$ cat src/design/gyro_cal_pkg.sv
// Shared constants and types for the bias calibration and alarm monitor.
package gyro_cal_pkg;

  // ********************************************************************
  // Register byte addresses (lower byte of each 16-bit register).
  // ********************************************************************
  localparam logic [6:0] ADDR_TEMP       = 7'h02;
  localparam logic [6:0] ADDR_RATE_LOW   = 7'h04;
  localparam logic [6:0] ADDR_RATE_HIGH  = 7'h06;
  localparam logic [6:0] ADDR_OFF_LOW    = 7'h08;
  localparam logic [6:0] ADDR_OFF_HIGH   = 7'h0a;
  localparam logic [6:0] ADDR_ALM1_THR   = 7'h10;
  localparam logic [6:0] ADDR_ALM2_THR   = 7'h12;
  localparam logic [6:0] ADDR_ALM1_CNT   = 7'h14;
  localparam logic [6:0] ADDR_ALM2_CNT   = 7'h16;
  localparam logic [6:0] ADDR_ALM_CFG    = 7'h18;
  localparam logic [6:0] ADDR_STATUS     = 7'h26;
  localparam logic [6:0] ADDR_GLOBAL_CMD = 7'h28;

  // ********************************************************************
  // Reset values and field positions.
  // ********************************************************************
  localparam logic [15:0] RESET_WORD  = 16'h0000;
  localparam int          CMD_AUTO_NULL = 0;
  localparam int          CMD_RESTORE   = 1;
  localparam int          CFG_SRC2_LSB  = 12;
  localparam int          CFG_SRC1_LSB  = 8;
  localparam int          CFG_ROC2      = 7;
  localparam int          CFG_ROC1      = 6;
  localparam int          CFG_ABOVE2    = 5;
  localparam int          CFG_ABOVE1    = 4;
  localparam int          CFG_FILTER    = 3;
  localparam int          CFG_IND_EN    = 2;
  localparam int          CFG_IND_POL   = 1;
  localparam int          CFG_IND_SEL   = 0;
  localparam int          STAT_ALM1     = 8;
  localparam int          STAT_ALM2     = 9;
  localparam int          FRAME_WRITE   = 15;
  localparam logic [4:0]  FRAME_LEN     = 5'h10;
  localparam logic [4:0]  DEC_MAX       = 5'h10;
  localparam logic [7:0]  CNT_ONE       = 8'h01;

  // ********************************************************************
  // Enumerations.
  // ********************************************************************
  typedef enum logic [3:0] {
    SRC_OFF    = 4'b0000,
    SRC_RATE   = 4'b0001,
    SRC_TEMP   = 4'b0010,
    SRC_STATUS = 4'b0011
  } src_type;

  typedef enum logic [1:0] {
    ST_IDLE    = 2'b00,
    ST_AVERAGE = 2'b01,
    ST_COMMIT  = 2'b10
  } null_state_type;

endpackage

$ cat src/design/alarm_if.sv
// Interface between the register core and one alarm channel.
`timescale 1ns/1ps
interface alarm_if;
  logic        sample;
  logic [3:0]  source;
  logic        rate_of_change;
  logic        above;
  logic [15:0] threshold;
  logic [7:0]  sample_count;
  logic [15:0] rate_word;
  logic [15:0] temp_word;
  logic [15:0] status_word;
  logic        flag;

  modport ctrl (output sample, source, rate_of_change, above, threshold, sample_count,
                rate_word, temp_word, status_word, input flag);
  modport chan (input sample, source, rate_of_change, above, threshold, sample_count,
                rate_word, temp_word, status_word, output flag);
endinterface

$ cat src/design/alarm_channel.sv
// One alarm channel: static level or rate-of-change comparison.
`timescale 1ns/1ps
module alarm_channel #(
  parameter int CNT_W  = 8,
  parameter int DATA_W = 16
) (
  input  wire logic clk,
  input  wire logic rst,
  alarm_if.chan     alm
);

  // ********************************************************************
  // Elaboration check.
  // ********************************************************************
  if (CNT_W != 8 || DATA_W != 16) begin : g_check
    $error("alarm_channel supports only CNT_W 8 and DATA_W 16");
  end

  logic [15:0] ref_q, ref_d;
  logic [7:0]  cnt_q, cnt_d;
  logic        primed_q, primed_d;
  logic        flag_q, flag_d;
  logic [15:0] value;
  logic [7:0]  needed;
  logic [16:0] delta;
  logic [15:0] mag;
  logic        is_signed;
  logic        greater;
  logic        less;

  // ********************************************************************
  // Comparison.
  // ********************************************************************
  always_comb begin
    ref_d    = ref_q;
    cnt_d    = cnt_q;
    primed_d = primed_q;
    flag_d   = flag_q;
    case (alm.source)
      gyro_cal_pkg::SRC_RATE:   value = alm.rate_word;
      gyro_cal_pkg::SRC_TEMP:   value = alm.temp_word;
      gyro_cal_pkg::SRC_STATUS: value = alm.status_word;
      default:                  value = 16'h0000;
    endcase
    is_signed = (alm.source != gyro_cal_pkg::SRC_STATUS);
    greater   = is_signed ? ($signed(value) > $signed(alm.threshold)) : (value > alm.threshold);
    less      = is_signed ? ($signed(value) < $signed(alm.threshold)) : (value < alm.threshold);
    needed    = (alm.sample_count == 8'h00) ? gyro_cal_pkg::CNT_ONE : alm.sample_count;
    delta     = {value[15] & is_signed, value} - {ref_q[15] & is_signed, ref_q};
    mag       = delta[16] ? 16'(~delta + 17'h00001) : delta[15:0];
    if (alm.source == gyro_cal_pkg::SRC_OFF) begin
      flag_d   = 1'b0;
      primed_d = 1'b0;
      cnt_d    = 8'h00;
    end else if (alm.sample) begin
      if (!alm.rate_of_change) begin
        flag_d   = alm.above ? greater : less;
        primed_d = 1'b0;
      end else if (!primed_q) begin
        ref_d    = value;
        primed_d = 1'b1;
        cnt_d    = 8'h00;
      end else if (cnt_q + 8'h01 >= needed) begin
        flag_d = alm.above ? (mag > alm.threshold) : (mag < alm.threshold);
        ref_d  = value;
        cnt_d  = 8'h00;
      end else begin
        cnt_d = cnt_q + 8'h01;
      end
    end
  end

  always_ff @(posedge clk) begin
    if (rst) begin
      ref_q    <= 16'h0000;
      cnt_q    <= 8'h00;
      primed_q <= 1'b0;
      flag_q   <= 1'b0;
    end else begin
      ref_q    <= ref_d;
      cnt_q    <= cnt_d;
      primed_q <= primed_d;
      flag_q   <= flag_d;
    end
  end

  assign alm.flag = flag_q;

endmodule

$ cat src/design/gyro_cal_alarm.sv
// Bias calibration, alarm monitor and serial register port of the rate sensor.
//
// Operation
// - Writing bit 0 of the command register starts bias null; bit clears when done.
// - Bias null waits 2^decimation output samples, negates rate output, loads offsets, commits.
// - Bias null period follows decimation; setting 0x10 waits 65,536 samples.
// - Serial frames are ignored while bias null runs; only reset aborts it.
// - Upper offset is two's complement correction added to the rate output.
// - Lower offset holds the fractional extension bits of the correction.
// - Restore command clears calibration registers, zeroes data, commits to flash.
// - Two alarm channels evaluate independently with their own settings.
// - Source codes per alarm: disabled, upper rate word, temperature, status.
// - Configuration bits 7 and 6 choose rate-of-change or static comparison.
// - Configuration bits 5 and 4 choose trigger above or below threshold.
// - Configuration bit 3 selects filtered rate data for rate sources only.
// - Bits 2..0 enable indicator, set its polarity and choose its pin.
// - Static mode compares the source with the threshold in the source format.
// - Rate-of-change mode compares change over the sample count with threshold.
// - Sample count uses bits 7..0; zero and one both mean one sample.
// - Alarm flags appear in bits 9..8 of the status register.
// - Each register spans two byte addresses; upper byte at address plus one.
`timescale 1ns/1ps
module gyro_cal_alarm (
  input  wire logic        clk,
  input  wire logic        rst,
  input  wire logic        sclk,
  input  wire logic        cs_n,
  input  wire logic        din,
  output logic             dout,
  output logic             dout_oe,
  input  wire logic        sample_valid,
  input  wire logic [31:0] rate_raw,
  input  wire logic [31:0] rate_filtered,
  input  wire logic [15:0] temp_word,
  input  wire logic [7:0]  status_word,
  input  wire logic [4:0]  decimation_setting,
  output logic [15:0]      rate_output_high,
  output logic [15:0]      rate_output_low,
  output logic             flash_commit,
  output logic             data_clear,
  output logic             auto_bias_busy,
  output logic             digital_io_first_out,
  output logic             digital_io_first_oe,
  output logic             digital_io_second_out,
  output logic             digital_io_second_oe
);

  // ********************************************************************
  // Pin synchronisers; a pin changes once the second and third stage agree.
  // ********************************************************************
  localparam logic [2:0] PIN_IDLE = 3'b110;

  logic [2:0] sync1_q, sync2_q, sync3_q;
  logic [2:0] pins_q, pins_d;

  always_comb begin
    pins_d = (~(sync2_q ^ sync3_q) & sync2_q) | ((sync2_q ^ sync3_q) & pins_q);
  end

  always_ff @(posedge clk) begin
    if (rst) begin
      sync1_q <= PIN_IDLE;
      sync2_q <= PIN_IDLE;
      sync3_q <= PIN_IDLE;
      pins_q  <= PIN_IDLE;
    end else begin
      sync1_q <= {sclk, cs_n, din};
      sync2_q <= sync1_q;
      sync3_q <= sync2_q;
      pins_q  <= pins_d;
    end
  end

  // ********************************************************************
  // Register state.
  // ********************************************************************
  logic [4:0]                   bit_cnt_q, bit_cnt_d;
  logic [15:0]                  rx_q, rx_d;
  logic [15:0]                  tx_q, tx_d;
  logic                         dout_q, dout_d;
  logic [6:0]                   rd_addr_q, rd_addr_d;
  logic [15:0]                  off_high_q, off_high_d;
  logic [15:0]                  off_low_q, off_low_d;
  logic [15:0]                  thr1_q, thr1_d;
  logic [15:0]                  thr2_q, thr2_d;
  logic [15:0]                  cnt1_q, cnt1_d;
  logic [15:0]                  cnt2_q, cnt2_d;
  logic [15:0]                  cfg_q, cfg_d;
  logic [31:0]                  rate_q, rate_d;
  logic [15:0]                  filt_high_q, filt_high_d;
  logic                         sample_q, sample_d;
  logic                         commit_q, commit_d;
  logic                         clear_q, clear_d;
  logic [16:0]                  avg_cnt_q, avg_cnt_d;
  gyro_cal_pkg::null_state_type state_q, state_d;
  logic                         cs_fall, cs_rise, sclk_rise, sclk_fall, active;
  logic                         frame_ok, wr_hi;
  logic [6:0]                   wr_addr;
  logic [7:0]                   wr_byte;
  logic [16:0]                  avg_target;
  logic [31:0]                  offset_full;
  logic [31:0]                  filt_sum;
  logic [15:0]                  rd_word;
  logic [15:0]                  status_full;
  logic                         alarm1_flag, alarm2_flag;

  function automatic logic [15:0] put_byte(input logic [15:0] old, input logic hi,
                                           input logic [7:0] b);
    put_byte = hi ? {b, old[7:0]} : {old[15:8], b};
  endfunction

  assign offset_full = {off_high_q, off_low_q};
  assign status_full = {6'h00, alarm2_flag, alarm1_flag, status_word};

  // ********************************************************************
  // Read multiplexer over the word that holds the addressed byte.
  // ********************************************************************
  always_comb begin
    case ({rd_addr_q[6:1], 1'b0})
      gyro_cal_pkg::ADDR_TEMP:       rd_word = temp_word;
      gyro_cal_pkg::ADDR_RATE_LOW:   rd_word = rate_q[15:0];
      gyro_cal_pkg::ADDR_RATE_HIGH:  rd_word = rate_q[31:16];
      gyro_cal_pkg::ADDR_OFF_LOW:    rd_word = off_low_q;
      gyro_cal_pkg::ADDR_OFF_HIGH:   rd_word = off_high_q;
      gyro_cal_pkg::ADDR_ALM1_THR:   rd_word = thr1_q;
      gyro_cal_pkg::ADDR_ALM2_THR:   rd_word = thr2_q;
      gyro_cal_pkg::ADDR_ALM1_CNT:   rd_word = cnt1_q;
      gyro_cal_pkg::ADDR_ALM2_CNT:   rd_word = cnt2_q;
      gyro_cal_pkg::ADDR_ALM_CFG:    rd_word = cfg_q;
      gyro_cal_pkg::ADDR_STATUS:     rd_word = status_full;
      default:                       rd_word = 16'h0000;
    endcase
  end

  // ********************************************************************
  // Serial frames, registers, bias null sequence and corrected output.
  // ********************************************************************
  always_comb begin
    bit_cnt_d   = bit_cnt_q;
    rx_d        = rx_q;
    tx_d        = tx_q;
    dout_d      = dout_q;
    rd_addr_d   = rd_addr_q;
    off_high_d  = off_high_q;
    off_low_d   = off_low_q;
    thr1_d      = thr1_q;
    thr2_d      = thr2_q;
    cnt1_d      = cnt1_q;
    cnt2_d      = cnt2_q;
    cfg_d       = cfg_q;
    rate_d      = rate_q;
    filt_high_d = filt_high_q;
    avg_cnt_d   = avg_cnt_q;
    state_d     = state_q;
    sample_d    = sample_valid;
    commit_d    = 1'b0;
    clear_d     = 1'b0;
    active      = ~pins_q[1];
    cs_fall     = pins_q[1] & ~pins_d[1];
    cs_rise     = ~pins_q[1] & pins_d[1];
    sclk_rise   = ~pins_q[2] & pins_d[2];
    sclk_fall   = pins_q[2] & ~pins_d[2];
    wr_addr     = rx_q[14:8];
    wr_byte     = rx_q[7:0];
    wr_hi       = rx_q[8];
    frame_ok    = cs_rise && (bit_cnt_q == gyro_cal_pkg::FRAME_LEN)
                  && (state_q == gyro_cal_pkg::ST_IDLE);
    avg_target  = 17'h00001 << ((decimation_setting > gyro_cal_pkg::DEC_MAX)
                  ? gyro_cal_pkg::DEC_MAX : decimation_setting);
    filt_sum    = rate_filtered + offset_full;

    if (state_q == gyro_cal_pkg::ST_IDLE) begin
      if (cs_fall) begin
        bit_cnt_d = 5'h00;
        tx_d      = rd_word;
      end else if (active && sclk_rise && bit_cnt_q < gyro_cal_pkg::FRAME_LEN) begin
        rx_d      = {rx_q[14:0], pins_d[0]};
        bit_cnt_d = bit_cnt_q + 5'h01;
      end else if (active && sclk_fall) begin
        dout_d = tx_q[15];
        tx_d   = {tx_q[14:0], 1'b0};
      end
    end

    if (frame_ok && !rx_q[gyro_cal_pkg::FRAME_WRITE]) begin
      rd_addr_d = rx_q[14:8];
    end else if (frame_ok) begin
      case ({wr_addr[6:1], 1'b0})
        gyro_cal_pkg::ADDR_OFF_LOW:  off_low_d  = put_byte(off_low_q, wr_hi, wr_byte);
        gyro_cal_pkg::ADDR_OFF_HIGH: off_high_d = put_byte(off_high_q, wr_hi, wr_byte);
        gyro_cal_pkg::ADDR_ALM1_THR: thr1_d     = put_byte(thr1_q, wr_hi, wr_byte);
        gyro_cal_pkg::ADDR_ALM2_THR: thr2_d     = put_byte(thr2_q, wr_hi, wr_byte);
        gyro_cal_pkg::ADDR_ALM1_CNT: cnt1_d     = put_byte(cnt1_q, wr_hi, wr_byte);
        gyro_cal_pkg::ADDR_ALM2_CNT: cnt2_d     = put_byte(cnt2_q, wr_hi, wr_byte);
        gyro_cal_pkg::ADDR_ALM_CFG:  cfg_d      = put_byte(cfg_q, wr_hi, wr_byte);
        gyro_cal_pkg::ADDR_GLOBAL_CMD: begin
          if (!wr_hi && wr_byte[gyro_cal_pkg::CMD_RESTORE]) begin
            off_low_d  = gyro_cal_pkg::RESET_WORD;
            off_high_d = gyro_cal_pkg::RESET_WORD;
            rate_d     = 32'h00000000;
            filt_high_d = 16'h0000;
            clear_d    = 1'b1;
            commit_d   = 1'b1;
          end else if (!wr_hi && wr_byte[gyro_cal_pkg::CMD_AUTO_NULL]) begin
            state_d   = gyro_cal_pkg::ST_AVERAGE;
            avg_cnt_d = 17'h00000;
          end
        end
        default: ;
      endcase
    end

    case (state_q)
      gyro_cal_pkg::ST_IDLE: ;
      gyro_cal_pkg::ST_AVERAGE: begin
        if (sample_valid) begin
          avg_cnt_d = avg_cnt_q + 17'h00001;
          if (avg_cnt_q + 17'h00001 >= avg_target) begin
            {off_high_d, off_low_d} = 32'h00000000 - (rate_raw + offset_full);
            state_d = gyro_cal_pkg::ST_COMMIT;
          end
        end
      end
      gyro_cal_pkg::ST_COMMIT: begin
        commit_d = 1'b1;
        state_d  = gyro_cal_pkg::ST_IDLE;
      end
      default: state_d = gyro_cal_pkg::ST_IDLE;
    endcase

    if (sample_valid && !clear_d) begin
      rate_d      = rate_raw + offset_full;
      filt_high_d = filt_sum[31:16];
    end
  end

  always_ff @(posedge clk) begin
    if (rst) begin
      bit_cnt_q   <= 5'h00;
      rx_q        <= 16'h0000;
      tx_q        <= 16'h0000;
      dout_q      <= 1'b0;
      rd_addr_q   <= 7'h00;
      off_high_q  <= gyro_cal_pkg::RESET_WORD;
      off_low_q   <= gyro_cal_pkg::RESET_WORD;
      thr1_q      <= gyro_cal_pkg::RESET_WORD;
      thr2_q      <= gyro_cal_pkg::RESET_WORD;
      cnt1_q      <= gyro_cal_pkg::RESET_WORD;
      cnt2_q      <= gyro_cal_pkg::RESET_WORD;
      cfg_q       <= gyro_cal_pkg::RESET_WORD;
      rate_q      <= 32'h00000000;
      filt_high_q <= 16'h0000;
      sample_q    <= 1'b0;
      commit_q    <= 1'b0;
      clear_q     <= 1'b0;
      avg_cnt_q   <= 17'h00000;
      state_q     <= gyro_cal_pkg::ST_IDLE;
    end else begin
      bit_cnt_q   <= bit_cnt_d;
      rx_q        <= rx_d;
      tx_q        <= tx_d;
      dout_q      <= dout_d;
      rd_addr_q   <= rd_addr_d;
      off_high_q  <= off_high_d;
      off_low_q   <= off_low_d;
      thr1_q      <= thr1_d;
      thr2_q      <= thr2_d;
      cnt1_q      <= cnt1_d;
      cnt2_q      <= cnt2_d;
      cfg_q       <= cfg_d;
      rate_q      <= rate_d;
      filt_high_q <= filt_high_d;
      sample_q    <= sample_d;
      commit_q    <= commit_d;
      clear_q     <= clear_d;
      avg_cnt_q   <= avg_cnt_d;
      state_q     <= state_d;
    end
  end

  assign dout             = dout_q;
  assign dout_oe          = active && (state_q == gyro_cal_pkg::ST_IDLE);
  assign rate_output_high = rate_q[31:16];
  assign rate_output_low  = rate_q[15:0];
  assign flash_commit     = commit_q;
  assign data_clear       = clear_q;
  assign auto_bias_busy   = (state_q != gyro_cal_pkg::ST_IDLE);

  // ********************************************************************
  // Alarm channels.
  // ********************************************************************
  alarm_if alm1 ();
  alarm_if alm2 ();

  always_comb begin
    alm1.sample         = sample_q;
    alm1.source         = cfg_q[gyro_cal_pkg::CFG_SRC1_LSB +: 4];
    alm1.rate_of_change = cfg_q[gyro_cal_pkg::CFG_ROC1];
    alm1.above          = cfg_q[gyro_cal_pkg::CFG_ABOVE1];
    alm1.threshold      = thr1_q;
    alm1.sample_count   = cnt1_q[7:0];
    alm1.rate_word      = cfg_q[gyro_cal_pkg::CFG_FILTER] ? filt_high_q : rate_q[31:16];
    alm1.temp_word      = temp_word;
    alm1.status_word    = status_full;
    alm2.sample         = sample_q;
    alm2.source         = cfg_q[gyro_cal_pkg::CFG_SRC2_LSB +: 4];
    alm2.rate_of_change = cfg_q[gyro_cal_pkg::CFG_ROC2];
    alm2.above          = cfg_q[gyro_cal_pkg::CFG_ABOVE2];
    alm2.threshold      = thr2_q;
    alm2.sample_count   = cnt2_q[7:0];
    alm2.rate_word      = cfg_q[gyro_cal_pkg::CFG_FILTER] ? filt_high_q : rate_q[31:16];
    alm2.temp_word      = temp_word;
    alm2.status_word    = status_full;
  end

  alarm_channel #(.CNT_W(8), .DATA_W(16)) u_alarm1 (
    .clk (clk),
    .rst (rst),
    .alm (alm1)
  );

  alarm_channel #(.CNT_W(8), .DATA_W(16)) u_alarm2 (
    .clk (clk),
    .rst (rst),
    .alm (alm2)
  );

  assign alarm1_flag = alm1.flag;
  assign alarm2_flag = alm2.flag;

  // ********************************************************************
  // Alarm indicator pins.
  // ********************************************************************
  logic [3:0] dio_q, dio_d;
  logic       level;

  always_comb begin
    level = cfg_q[gyro_cal_pkg::CFG_IND_POL] ? (alarm1_flag | alarm2_flag)
                                             : ~(alarm1_flag | alarm2_flag);
    dio_d = 4'h0;
    if (cfg_q[gyro_cal_pkg::CFG_IND_EN]) begin
      if (cfg_q[gyro_cal_pkg::CFG_IND_SEL]) begin
        dio_d = {level, 1'b1, 2'b00};
      end else begin
        dio_d = {2'b00, level, 1'b1};
      end
    end
  end

  always_ff @(posedge clk) begin
    if (rst) begin
      dio_q <= 4'h0;
    end else begin
      dio_q <= dio_d;
    end
  end

  assign digital_io_first_out  = dio_q[1];
  assign digital_io_first_oe   = dio_q[0];
  assign digital_io_second_out = dio_q[3];
  assign digital_io_second_oe  = dio_q[2];

endmodule

$ cat config.mk
export PLATFORM = sky130hd
export DESIGN_NAME = gyro_cal_alarm
export DESIGN_NICKNAME = d
export VERILOG_FILES = /design/src/design/gyro_cal_pkg.sv /design/src/design/alarm_if.sv /design/src/design/alarm_channel.sv /design/src/design/gyro_cal_alarm.sv
export SDC_FILE = /design/constraint.sdc
export NUM_CORES = 1
export LEC_CHECK = 0
export ABC_CLOCK_PERIOD_IN_PS = 6750
export BUFFER_PORTS_ARGS = -buffer_cell sky130_fd_sc_hd__buf_4
export CAP_MARGIN = 20
export CORE_MARGIN = 2
export CORE_UTILIZATION = 60
export CTS_CLUSTER_SIZE = 25
export DETAILED_ROUTE_END_ITERATION = 7
export PLACE_DENSITY = 0.79
export SETUP_SLACK_MARGIN = 0.5
export SYNTH_ARGS = -nofsm -noshare
export SYNTH_HDL_FRONTEND = slang
export SYNTH_SLANG_ARGS = --single-unit
$ cat constraint.sdc
create_clock -name clk -period 6.75 [get_ports clk]
set_input_delay 1.0125 -clock clk [delete_from_list [all_inputs] [get_ports clk]]
set_output_delay 1.0125 -clock clk [all_outputs]
set_load 0.03 [all_outputs]
# Yosys cells after proc, flatten, opt, wreduce, memory -nomap -nowiden

Index checks and enable logic that the tools add are counted.

Mux-type cells: 86
Bitwise logic cells: 29
Add/sub/neg operators: 11
Reductions and logical operators: 50
Equal/unequal tests: 38
Shifts and indexed selects: 1
$lt $le $gt $ge: 17

Operators with widths:

| cell                                                                 | number |
|---|---|
| 16-bit two-way mux                                                   | 29 |
| 16-bit case mux with 11 select lines                                 | 1 |
| 32-bit two-way mux                                                   | 5 |
| 17-bit two-way mux                                                   | 7 |
| 16-bit > comparator                                                  | 6 |
| 16-bit less-than comparator                                          | 6 |
| 16-bit case mux with 3 select lines                                  | 2 |
| 32-bit adder                                                         | 2 |
| 16-bit case mux with 2 select lines                                  | 2 |
| 6-bit by 4-bit == test with 1-bit output (second input constant)     | 10 |
| 4-bit AND reduction                                                  | 14 |
| 8-bit two-way mux                                                    | 6 |
| 17-bit subtractor                                                    | 2 |
| 16-bit by 1-bit adder with 16-bit output (second input constant)     | 2 |
| 16-bit inverter                                                      | 2 |
| 1-bit by 32-bit subtractor with 32-bit output (first input constant) | 1 |
| 6-bit by 3-bit == test with 1-bit output (second input constant)     | 4 |
| 1-bit two-way mux                                                    | 22 |
| 17-bit by 1-bit adder with 17-bit output (second input constant)     | 1 |
| 17-bit greater-or-equal comparator                                   | 1 |
| 1-bit by 5-bit << shifter with 17-bit output (first input constant)  | 1 |
| 8-bit by 1-bit adder with 8-bit output (second input constant)       | 2 |
| 4-bit by 2-bit == test with 1-bit output (second input constant)     | 4 |
| 8-bit greater-or-equal comparator                                    | 2 |
| other kinds (34)                                                     | 98 |

Input bits: 99
Bits in registers: 295

# Logic depth before layout (Yosys ltp)

Gate-level depths: netlist of the first run.

Depth in word-level cells: 13
Gate-level depth with buffers: 32
Depth with buffers taken out: 31

# Cells and area by module

A second synthesis of the first run with hierarchy kept.

Cells, all modules: 2769
Area, all modules: 22323.9 µm²

Modules (own cells, without submodules):

| module                   | sequential area each (µm²) | cells an instance | times used | area each (µm²) |
|---|---|---|---|---|
| gyro_cal_alarm           | 4844.6                     | 1754              | 1          | 14782.9 |
| alarm_channel (u_alarm1) | 520.5                      | 517               | 1          | 3839.9 |
| alarm_channel (u_alarm2) | 520.5                      | 498               | 1          | 3701.0 |

# Worst setup path after synthesis of the first run

OpenSTA, ideal clock, no wires.

Path kind: register to register
Start point: register cfg_q[3]
End point: register u_alarm1.flag_q, in the netlist u_alarm1.alm.flag
Cell stages (with the launch flop): 29
Data required time: 6.618 ns
Clock period less this slack: 6.173 ns
Arrival time: 6.041 ns
Slack: 0.577 ns
Path through: dfxtp_1 clkbuf_1 clkbuf_1 mux2i_1 nor2_1 a221oi_1 ha_1 inv_1 fa_1 a21o_1 a21oi_1 o21bai_1 a2111oi_0 nor2_1 xnor2_1 nand4_1 nor3b_1 nand3_1 o31ai_1 xnor2_1 ha_1 and4_1 and3_1 a221oi_1 o211ai_1 mux2i_1 mux2_2 a21oi_1 a21oi_1

Word-level cells in the longest chain between the ends: 11

RTL lines:

| element                                                            | RTL line              | text |
|---|---|---|
| start, declared                                                    | gyro_cal_alarm.sv:88  | `logic [15:0] cfg_q, cfg_d;` |
| start signal, assigned                                             | gyro_cal_alarm.sv:250 | `cfg_q <= gyro_cal_pkg::RESET_WORD;` |
| start signal, assigned                                             | gyro_cal_alarm.sv:270 | `cfg_q <= cfg_d;` |
| 16-bit two-way mux *                                               | gyro_cal_alarm.sv:302 | `alm1.rate_word = cfg_q[gyro_cal_pkg::CFG_FILTER] ? filt_high_q : rate_q[31:16];` |
| 16-bit case mux with 3 select lines *                              | alarm_channel.sv:39   | `case (alm.source)` |
| 17-bit subtractor                                                  | alarm_channel.sv:49   | `delta = {value[15] & is_signed, value} - {ref_q[15] & is_signed, ref_q};` |
| 16-bit inverter                                                    | alarm_channel.sv:50   | `mag = delta[16] ? 16'(~delta + 17'h00001) : delta[15:0];` |
| 16-bit by 1-bit adder with 16-bit output                           | alarm_channel.sv:50   |  |
| 16-bit two-way mux                                                 | alarm_channel.sv:50   |  |
| 16-bit less-than comparator or 16-bit > comparator (tied branches) | alarm_channel.sv:64   | `flag_d = alm.above ? (mag > alm.threshold) : (mag < alm.threshold);` |
| 1-bit two-way mux                                                  | alarm_channel.sv:64   |  |
| 1-bit two-way mux                                                  | alarm_channel.sv:63   | `end else if (cnt_q + 8'h01 >= needed) begin` |
| 1-bit two-way mux                                                  | alarm_channel.sv:59   | `end else if (!primed_q) begin` |
| 1-bit two-way mux *                                                | alarm_channel.sv:56   | `if (!alm.rate_of_change) begin` |
| end signal, assigned                                               | alarm_channel.sv:83   | `flag_q <= flag_d;` |
| end, declared                                                      | alarm_channel.sv:22   | `logic flag_q, flag_d;` |

Every way passes the cells marked *; elsewhere a longest branch is shown, timed or not. The select of a mux whose other input is x is not followed.
A chain may end at the register's enable or synchronous reset.

# Worst setup path after layout of the first run

Start point: register cfg_q[15]
End point: register u_alarm2.flag_q, in the netlist u_alarm2.alm.flag

Word-level cells in the longest chain between the ends: 11

RTL lines:

| element                                                                                              | RTL line            | text |
|---|---|---|
| 4-bit by 2-bit == test with 1-bit output or 4-bit by 1-bit == test with 1-bit output (tied branches) | alarm_channel.sv:39 |  |
| 16-bit case mux with 3 select lines *                                                                | alarm_channel.sv:39 |  |
| via u_alarm2.value[1]                                                                                | alarm_channel.sv:23 | `logic [15:0] value;` |
| 17-bit subtractor                                                                                    | alarm_channel.sv:49 |  |
| 16-bit inverter                                                                                      | alarm_channel.sv:50 |  |
| 16-bit by 1-bit adder with 16-bit output                                                             | alarm_channel.sv:50 |  |
| 16-bit two-way mux                                                                                   | alarm_channel.sv:50 |  |
| 16-bit less-than comparator or 16-bit > comparator (tied branches)                                   | alarm_channel.sv:64 |  |
| 1-bit two-way mux                                                                                    | alarm_channel.sv:64 |  |
| 1-bit two-way mux                                                                                    | alarm_channel.sv:63 |  |
| 1-bit two-way mux                                                                                    | alarm_channel.sv:59 |  |
| 1-bit two-way mux *                                                                                  | alarm_channel.sv:56 |  |
| end signal, assigned                                                                                 | alarm_channel.sv:83 |  |
| end, declared                                                                                        | alarm_channel.sv:22 |  |

Mark *: on every way through the listed nets, which the timed path passes. The rest lies on a longest branch. The select of a mux whose other input is x is not followed.

==> results.cfg, run 1 <==
[min_path]
min_delay_path_depth = 1
hold_start = sync1_q[1]$_SDFF_PP1_
min_to = sync2_q[1]$_SDFF_PP1_
worst_hold_path_type = reg2reg

[routing]
postRouteAntennaNets = 0
drt_wl_total_um = 73500
vias_per_cell = 6.52
dr_total_vias = 20824
firstDrtPassIters = 7
drc = 0
drt-initial-drc-count = 2185
drt-wirelength-per-cell_um = 23.0

[power_and_ir_drop]
power.net_switching_mw = 1.03
p_sw_share_pct = 24.8
power_density_nw_per_um2 = 172
finalPower_mw = 4.14
cell_internal_pwr_mw = 3.11
leakage_nw = 9.81
ir_worst_vdd_mv = 0.239
clkPwrFrac_pct = 49.6
power_frac_seq_pct = 43.2
combPwrFrac_pct = 7.2

[setup_path]
critPathLaunchType = flip-flop
required_ns = 7.17
reg2reg_from = cfg_q[15]$_SDFFE_PP0P_
worstPathArrival_ns = 6.36
ff2ff_path_depth = 26
critPathMaxFanout = 8
end_kind = flip-flop
reg2reg_slack_ns = 0.81
criticalPathCategory = reg2reg
r2r-end = u_alarm2.alm.flag$_SDFFE_PP0P_

[run]
drv_cap = 0

[timing]
rsz0062_at_grt = true
hold_viol = 0
fmax_ghz = 0.168
maxSlewViolCount = 0
hold_slack_ns = 0.409
fin_skew_ns = 0.0215
finalCritPeriodShare_pct = 88.1
tns_ns = 0
fin_crit_ns = 5.94
setup_violations = 0
worst_slack_ns = 0.805
slew_headroom_pct = 24.5
worst_pin_slew_ns = 1.13

[logic_synthesis]
synth_top_area_share_pct = 27.8
synth_fa_ha_area_share_pct = 12.0
syn_area_um2 = 21200
async_reset_ff_share_pct = 0
synth-simple-area-share_pct = 19.7
synth_compound_area_share_pct = 21.6
syn_inst = 2618
ys_seq_elements = 294
avgSynthCellArea_um2 = 8.09
synth.area.mux_share_pct = 7.99
ys_top_cells_by_area = dfxtp_1, ha_1, nor2_1, mux2i_1, a21oi_1
synthXorXnorAreaFrac_pct = 6.61
yosysSeqAreaShare_pct = 27.8
yosys_warnings = 0
synth_top_family_by_area = compound AO/OA/AOI/OAI gates
synth_top_area_cell = dfxtp_1
synth_edf_count = 0
ys.flop_type = dfxtp_1
synth_cell_types = 88
synth_nets = 2918

[final_layout]
nNetsFinal = 3011
fillers = 2878
finish.instance_area_um2 = 24000
post-route-util_pct = 69.4
layoutNonFillerInstCount = 3193
drive_gt1_share_pct = 12.2
area_growth_pct = 13.4
antenna_cells = 0

[floorplanning]
die_h_um = 192
rows = 68
core_um2 = 34600
ios = 140
die_x_um = 192
dieArea_um2 = 36800
initial_utilization_pct = 61.2

[cts]
clock-sinks = 294
cts_tree = yes
post_cts_buffers = 0
clk_latency_ns = 0.55
htreeDepth = 2
cts_root_buffer = clkbuf_16
clockBufferDepth = 3
cts_made_buffers = 35
path_clk_slew_ns = 0.06

[place]
dpl_worst_slack_ns = 0.286
dp.cells = 3128
portBuffers = 139
dpl.hpwl_um = 55500
gp_congestion = 1.05
placed_area_um2 = 22600

[global_route]
antenna_found_initial = 1
grt_usage_pct = 39.0
grt_overflow = 0
grt_pass1_vias = 19452
grt_pass1_wl_um = 110000
grt_max_degree = 187

[run_status]
run_status = finished clean
-- metal layers --
layer	part of all wire (%)	GRT usage, %
met5	0	0
met1	42	51.5
met2	44	62.0
met3	10	7.89
met4	4.4	16.7
-- layout by cell type, fill, tap and decap left out, types with 7 or more instances in the layout --
cell type	count
nor3_1	30
dfxtp_1	292
mux4_2	13
nor3b_1	17
nor2_1	343
xnor2_1	107
nand2b_1	35
mux2_2	22
clkbuf_16	35
buf_4	173
a221oi_1	13
or3_1	7
a211oi_1	87
o21a_1	27
nor4_1	10
ha_1	198
o21ai_1	11
o21bai_1	7
or2_2	18
a21o_1	54
inv_1	118
nand3_1	58
o21ai_0	97
and2_1	13
a222oi_1	20
nand4_1	28
and3_1	23
o22ai_1	11
clkbuf_8	7
mux2i_1	115
o211ai_1	11
a21oi_1	201
a22oi_1	59
a31oi_1	27
nor2b_1	32
xor2_1	49
nand2_1	218
nand3b_1	15
-- kinds of logic after synthesis --
group / Yosys count
adder cells (fa/ha/maj): 201
AO/OA/AOI/OAI: 690
XOR/XNOR: 159
buffers and inverters: 239
multiplexers: 150
AND/OR/NAND/NOR: 885
flip-flops: 294
-- synthesized netlist by cell type, types with 54 or more instances --
library cell  number
a21o_1            54
xnor2_1          109
clkbuf_1         105
mux2i_1          115
a22oi_1           59
nor2_1           343
ha_1             198
inv_1            118
o21ai_0          103
nand2_1          218
a21oi_1          205
nand3_1           58
dfxtp_1          294
a211oi_1          87
-- power by group through the flow --
stage | sequential, mW | combinational, mW | clock, mW
3_5_place_dp | 1.82 | 0.290 | 0
5_1_grt | 1.78 | 0.314 | 2.13
2_1_floorplan | 1.83 | 0.142 | 0
4_1_cts | 1.78 | 0.291 | 2.05
3_3_place_gp | 1.82 | 0.284 | 0
6_report | 1.79 | 0.297 | 2.05
-- final cells by class --
cell class / count / area (um2) / area share [%]
tap: 455 / 569 / 2.37
multi-input combinational: 2085 / 14500 / 60.4
inverter: 118 / 443 / 1.84
clock inverter: 18 / 268 / 1.11
timing repair buffer: 177 / 1350 / 5.63
clock buffer: 46 / 987 / 4.11
sequential: 294 / 5890 / 24.5
-- how the worst max path moves through the flow --
stage	startpoint	endpoint	slack [ns]	cells past startpoint
after CTS	cfg_q[11]$_SDFFE_PP0P_	u_alarm1.alm.flag$_SDFFE_PP0P_	0.51	27
after global placement	status_word[0]	u_alarm1.alm.flag$_SDFFE_PP0P_	0.32	26
final	cfg_q[15]$_SDFFE_PP0P_	u_alarm2.alm.flag$_SDFFE_PP0P_	0.81	26
after detailed placement	status_word[0]	u_alarm1.alm.flag$_SDFFE_PP0P_	0.29	26
after floorplan	cfg_q[3]$_SDFFE_PP0P_	u_alarm1.alm.flag$_SDFFE_PP0P_	0.58	28
after global routing	cfg_q[10]$_SDFFE_PP0P_	u_alarm1.alm.flag$_SDFFE_PP0P_	0.43	31
-- critical path, stage by stage, from the launching register on --
cell,delay (ns)
dfxtp_2,0.34
nor2_1,0.24
nand2_1,0.10
or2_2,0.36
nor2_1,0.11
a221o_1,0.31
ha_1,0.28
nor2b_1,0.13
o21a_1,0.19
o21ai_1,0.23
o311a_1,0.25
or4b_1,0.48
or3_1,0.36
nor3_1,0.29
nor2_1,0.10
xnor2_1,0.18
ha_1,0.28
a21o_1,0.16
a21oi_1,0.16
nor2b_1,0.06
o21ai_0,0.16
nand2b_1,0.08
a21o_1,0.18
a221oi_1,0.34
mux2i_1,0.23
o31a_1,0.15
o22ai_1,0.06
-- state kept, by name, summed over array words and instances (netlist names), 4 cells and up --
register        count
rate_q             32
avg_cnt_q          17
alm1.threshold     16
alm2.threshold     16
cfg_q              16
cnt1_q             16
cnt2_q             16
filt_high_q        16
off_high_q         16
off_low_q          16
rx_q               16
tx_q               16
u_alarm1.ref_q     16
u_alarm2.ref_q     16
u_alarm1.cnt_q      8
u_alarm2.cnt_q      8
rd_addr_q           6
bit_cnt_q           5
dio_q               4
-- timing repair --
action,in CTS,in global routing
setup endpoints to repair,0,2
hold buffers,0,0
hold endpoints to repair,0,0
resized for setup,0,29
(Power assumes the default switching activity.)
==> run 2, diff against run 1 <==
- BUFFER_PORTS_ARGS: -buffer_cell sky130_fd_sc_hd__buf_4 -> -buffer_cell sky130_fd_sc_hd__buf_2
==> run 2 against run 1 <==
Effect of this change:
- the flow now finishes with violations (design-rule violations)
- final cell count is 0.19% higher
- combinational power is 7.7% lower
- power is 4.5% lower
- non-clock buffer count is 9 higher
- sequential share of layout area is 0.42 points higher
- critical endpoint is now u_alarm1.alm.flag$_SDFFE_PP0P_
- largest cell class unchanged
==> results.cfg, run 2 (synthesis results as in run 1) <==
[run_status]
run_status = finished with violations
violations = design-rule violations

[timing]
maxSlewViolCount = 0
slew_headroom_pct = 24.7
tns_ns = 0
fmax_ghz = 0.169
setup_violations = 0
hold_viol = 0
finalCritPeriodShare_pct = 87.8
worst_pin_slew_ns = 1.12
rsz0062_at_grt = true
fin_skew_ns = 0.0219
fin_crit_ns = 5.93

[floorplanning]
dieArea_um2 = 36800
rows = 68
die_x_um = 192
die_h_um = 192
ios = 140
initial_utilization_pct = 61.2
core_um2 = 34600

[cts]
cts_made_buffers = 35
clockBufferDepth = 3
cts_tree = yes
clk_latency_ns = 0.55
cts_root_buffer = clkbuf_16
htreeDepth = 2
clock-sinks = 294
path_clk_slew_ns = 0.06

[routing]
drc = 4
drt_wl_total_um = 73400
firstDrtPassIters = 8
drt-wirelength-per-cell_um = 23.0
vias_per_cell = 6.54
dr_total_vias = 20912
postRouteAntennaNets = 0
drt-initial-drc-count = 2214

[setup_path]
critPathLaunchType = flip-flop
required_ns = 7.16
worstPathArrival_ns = 6.34
critPathMaxFanout = 14
end_kind = flip-flop
criticalPathCategory = reg2reg

[final_layout]
final_common_cell = nor2_1
antenna_cells = 0
drive_gt1_share_pct = 12.2
largest_reg_flops = 32
nNetsFinal = 3020
largestRegisters = rate_q (32), avg_cnt_q (17)
largest_register = rate_q
final_cell_mix = nor2_1, dfxtp_1, nand2_1
area_growth_pct = 11.4

[global_route]
grt_usage_pct = 39.3
grt_pass1_wl_um = 111000
grt_overflow = 0
grt_pass1_vias = 19704
grt_max_degree = 103
antenna_found_initial = 0

[power_and_ir_drop]
ir_worst_vdd_mv = 0.229
leakage_nw = 9.72
power_density_nw_per_um2 = 167
finalPower_mw = 3.95

[run]
drv_cap = 0

[place]
gp_congestion = 1.04
portBuffers = 139
dpl.hpwl_um = 55600

[min_path]
worst_hold_path_type = reg2reg
run 2: path summary, 6_finish.rpt:
check                        start                             end  slack [ns]  cells past startpoint
max reg2reg  cfg_q[3]$_SDFFE_PP0P_  u_alarm1.alm.flag$_SDFFE_PP0P_        0.82                     25
min          sync1_q[1]$_SDFF_PP1_           sync2_q[1]$_SDFF_PP1_        0.41                      1
min reg2reg  sync1_q[1]$_SDFF_PP1_           sync2_q[1]$_SDFF_PP1_        0.41                      1
max          cfg_q[3]$_SDFFE_PP0P_  u_alarm1.alm.flag$_SDFFE_PP0P_        0.82                     25
run 2: per-stage QoR:
stage	std cells	setup slack [ns]	area [um2]	util (%)	hold slack, ns
2_1_floorplan	2618	0.577	21200	-	0.389
3_3_place_gp	3134	0.269	22300	64.5	0.395
3_5_place_dp	3135	0.152	22300	64.5	0.394
4_1_cts	3196	0.526	23500	67.8	0.407
5_1_grt	3199	0.369	23600	68.2	0.422
6_report	3199	0.822	23600	68.2	0.408
run 2: layout make-up:
class | instances | area [um2]
multi-input combinational | 2085 | 14500
fill | 2909 | 11000
timing repair buffer | 186 | 1060
clock buffer | 45 | 963
clock inverter | 16 | 176
inverter | 118 | 443
tap | 455 | 569
sequential | 294 | 5890
run 2: routing by layer:
| layer | part of all wire, % | vias to the layer above | track usage, % |
|---|---|---|---|
| li1 | - | 9652 | - |
| met1 | 41 | 9902 | 52.6 |
| met2 | 43 | 1097 | 60.7 |
| met3 | 11 | 261 | 9.30 |
| met4 | 4.9 | 0 | 16.2 |
| met5 | 0 | - | 0 |
run 2: critical path, cell delays in order (launching register included):
cell and delay, ns:
dfxtp_1 0.45, buf_6 0.23, mux2i_1 0.27, nor2_1 0.06, a221o_1 0.37, ha_1 0.32
nor2b_1 0.13, o21ai_1 0.16, a21boi_1 0.13, o31a_1 0.30, o41ai_2 0.36, xor2_1 0.30
nand4_1 0.22, nor3b_2 0.25, nand3_1 0.13, o31ai_2 0.26, xnor2_1 0.11, ha_1 0.30
and4_1 0.20, and3_1 0.20, nand2_1 0.08, o311ai_0 0.34, mux2i_1 0.12, mux2_2 0.27
a21oi_1 0.14, a21oi_1 0.07
run 2: power breakdown:
| part | switching, mW | internal (mW) | total (mW) | leakage, nW |
|---|---|---|---|---|
| Clock | 0.795 | 1.10 | 1.89 | 0.564 |
| Sequential | 0.0308 | 1.76 | 1.79 | 2.38 |
| Combinational | 0.179 | 0.0953 | 0.274 | 6.78 |
run 2: what timing repair did:
| action | in CTS | in global routing |
|---|---|---|
| buffers inserted | 0 | 2 |
| setup endpoints to repair | 1 | 2 |
| endpoints found under the hold margin | 0 | 0 |
| pin swaps | 0 | 5 |
| resized for setup | 2 | 22 |
| hold buffers | 0 | 0 |
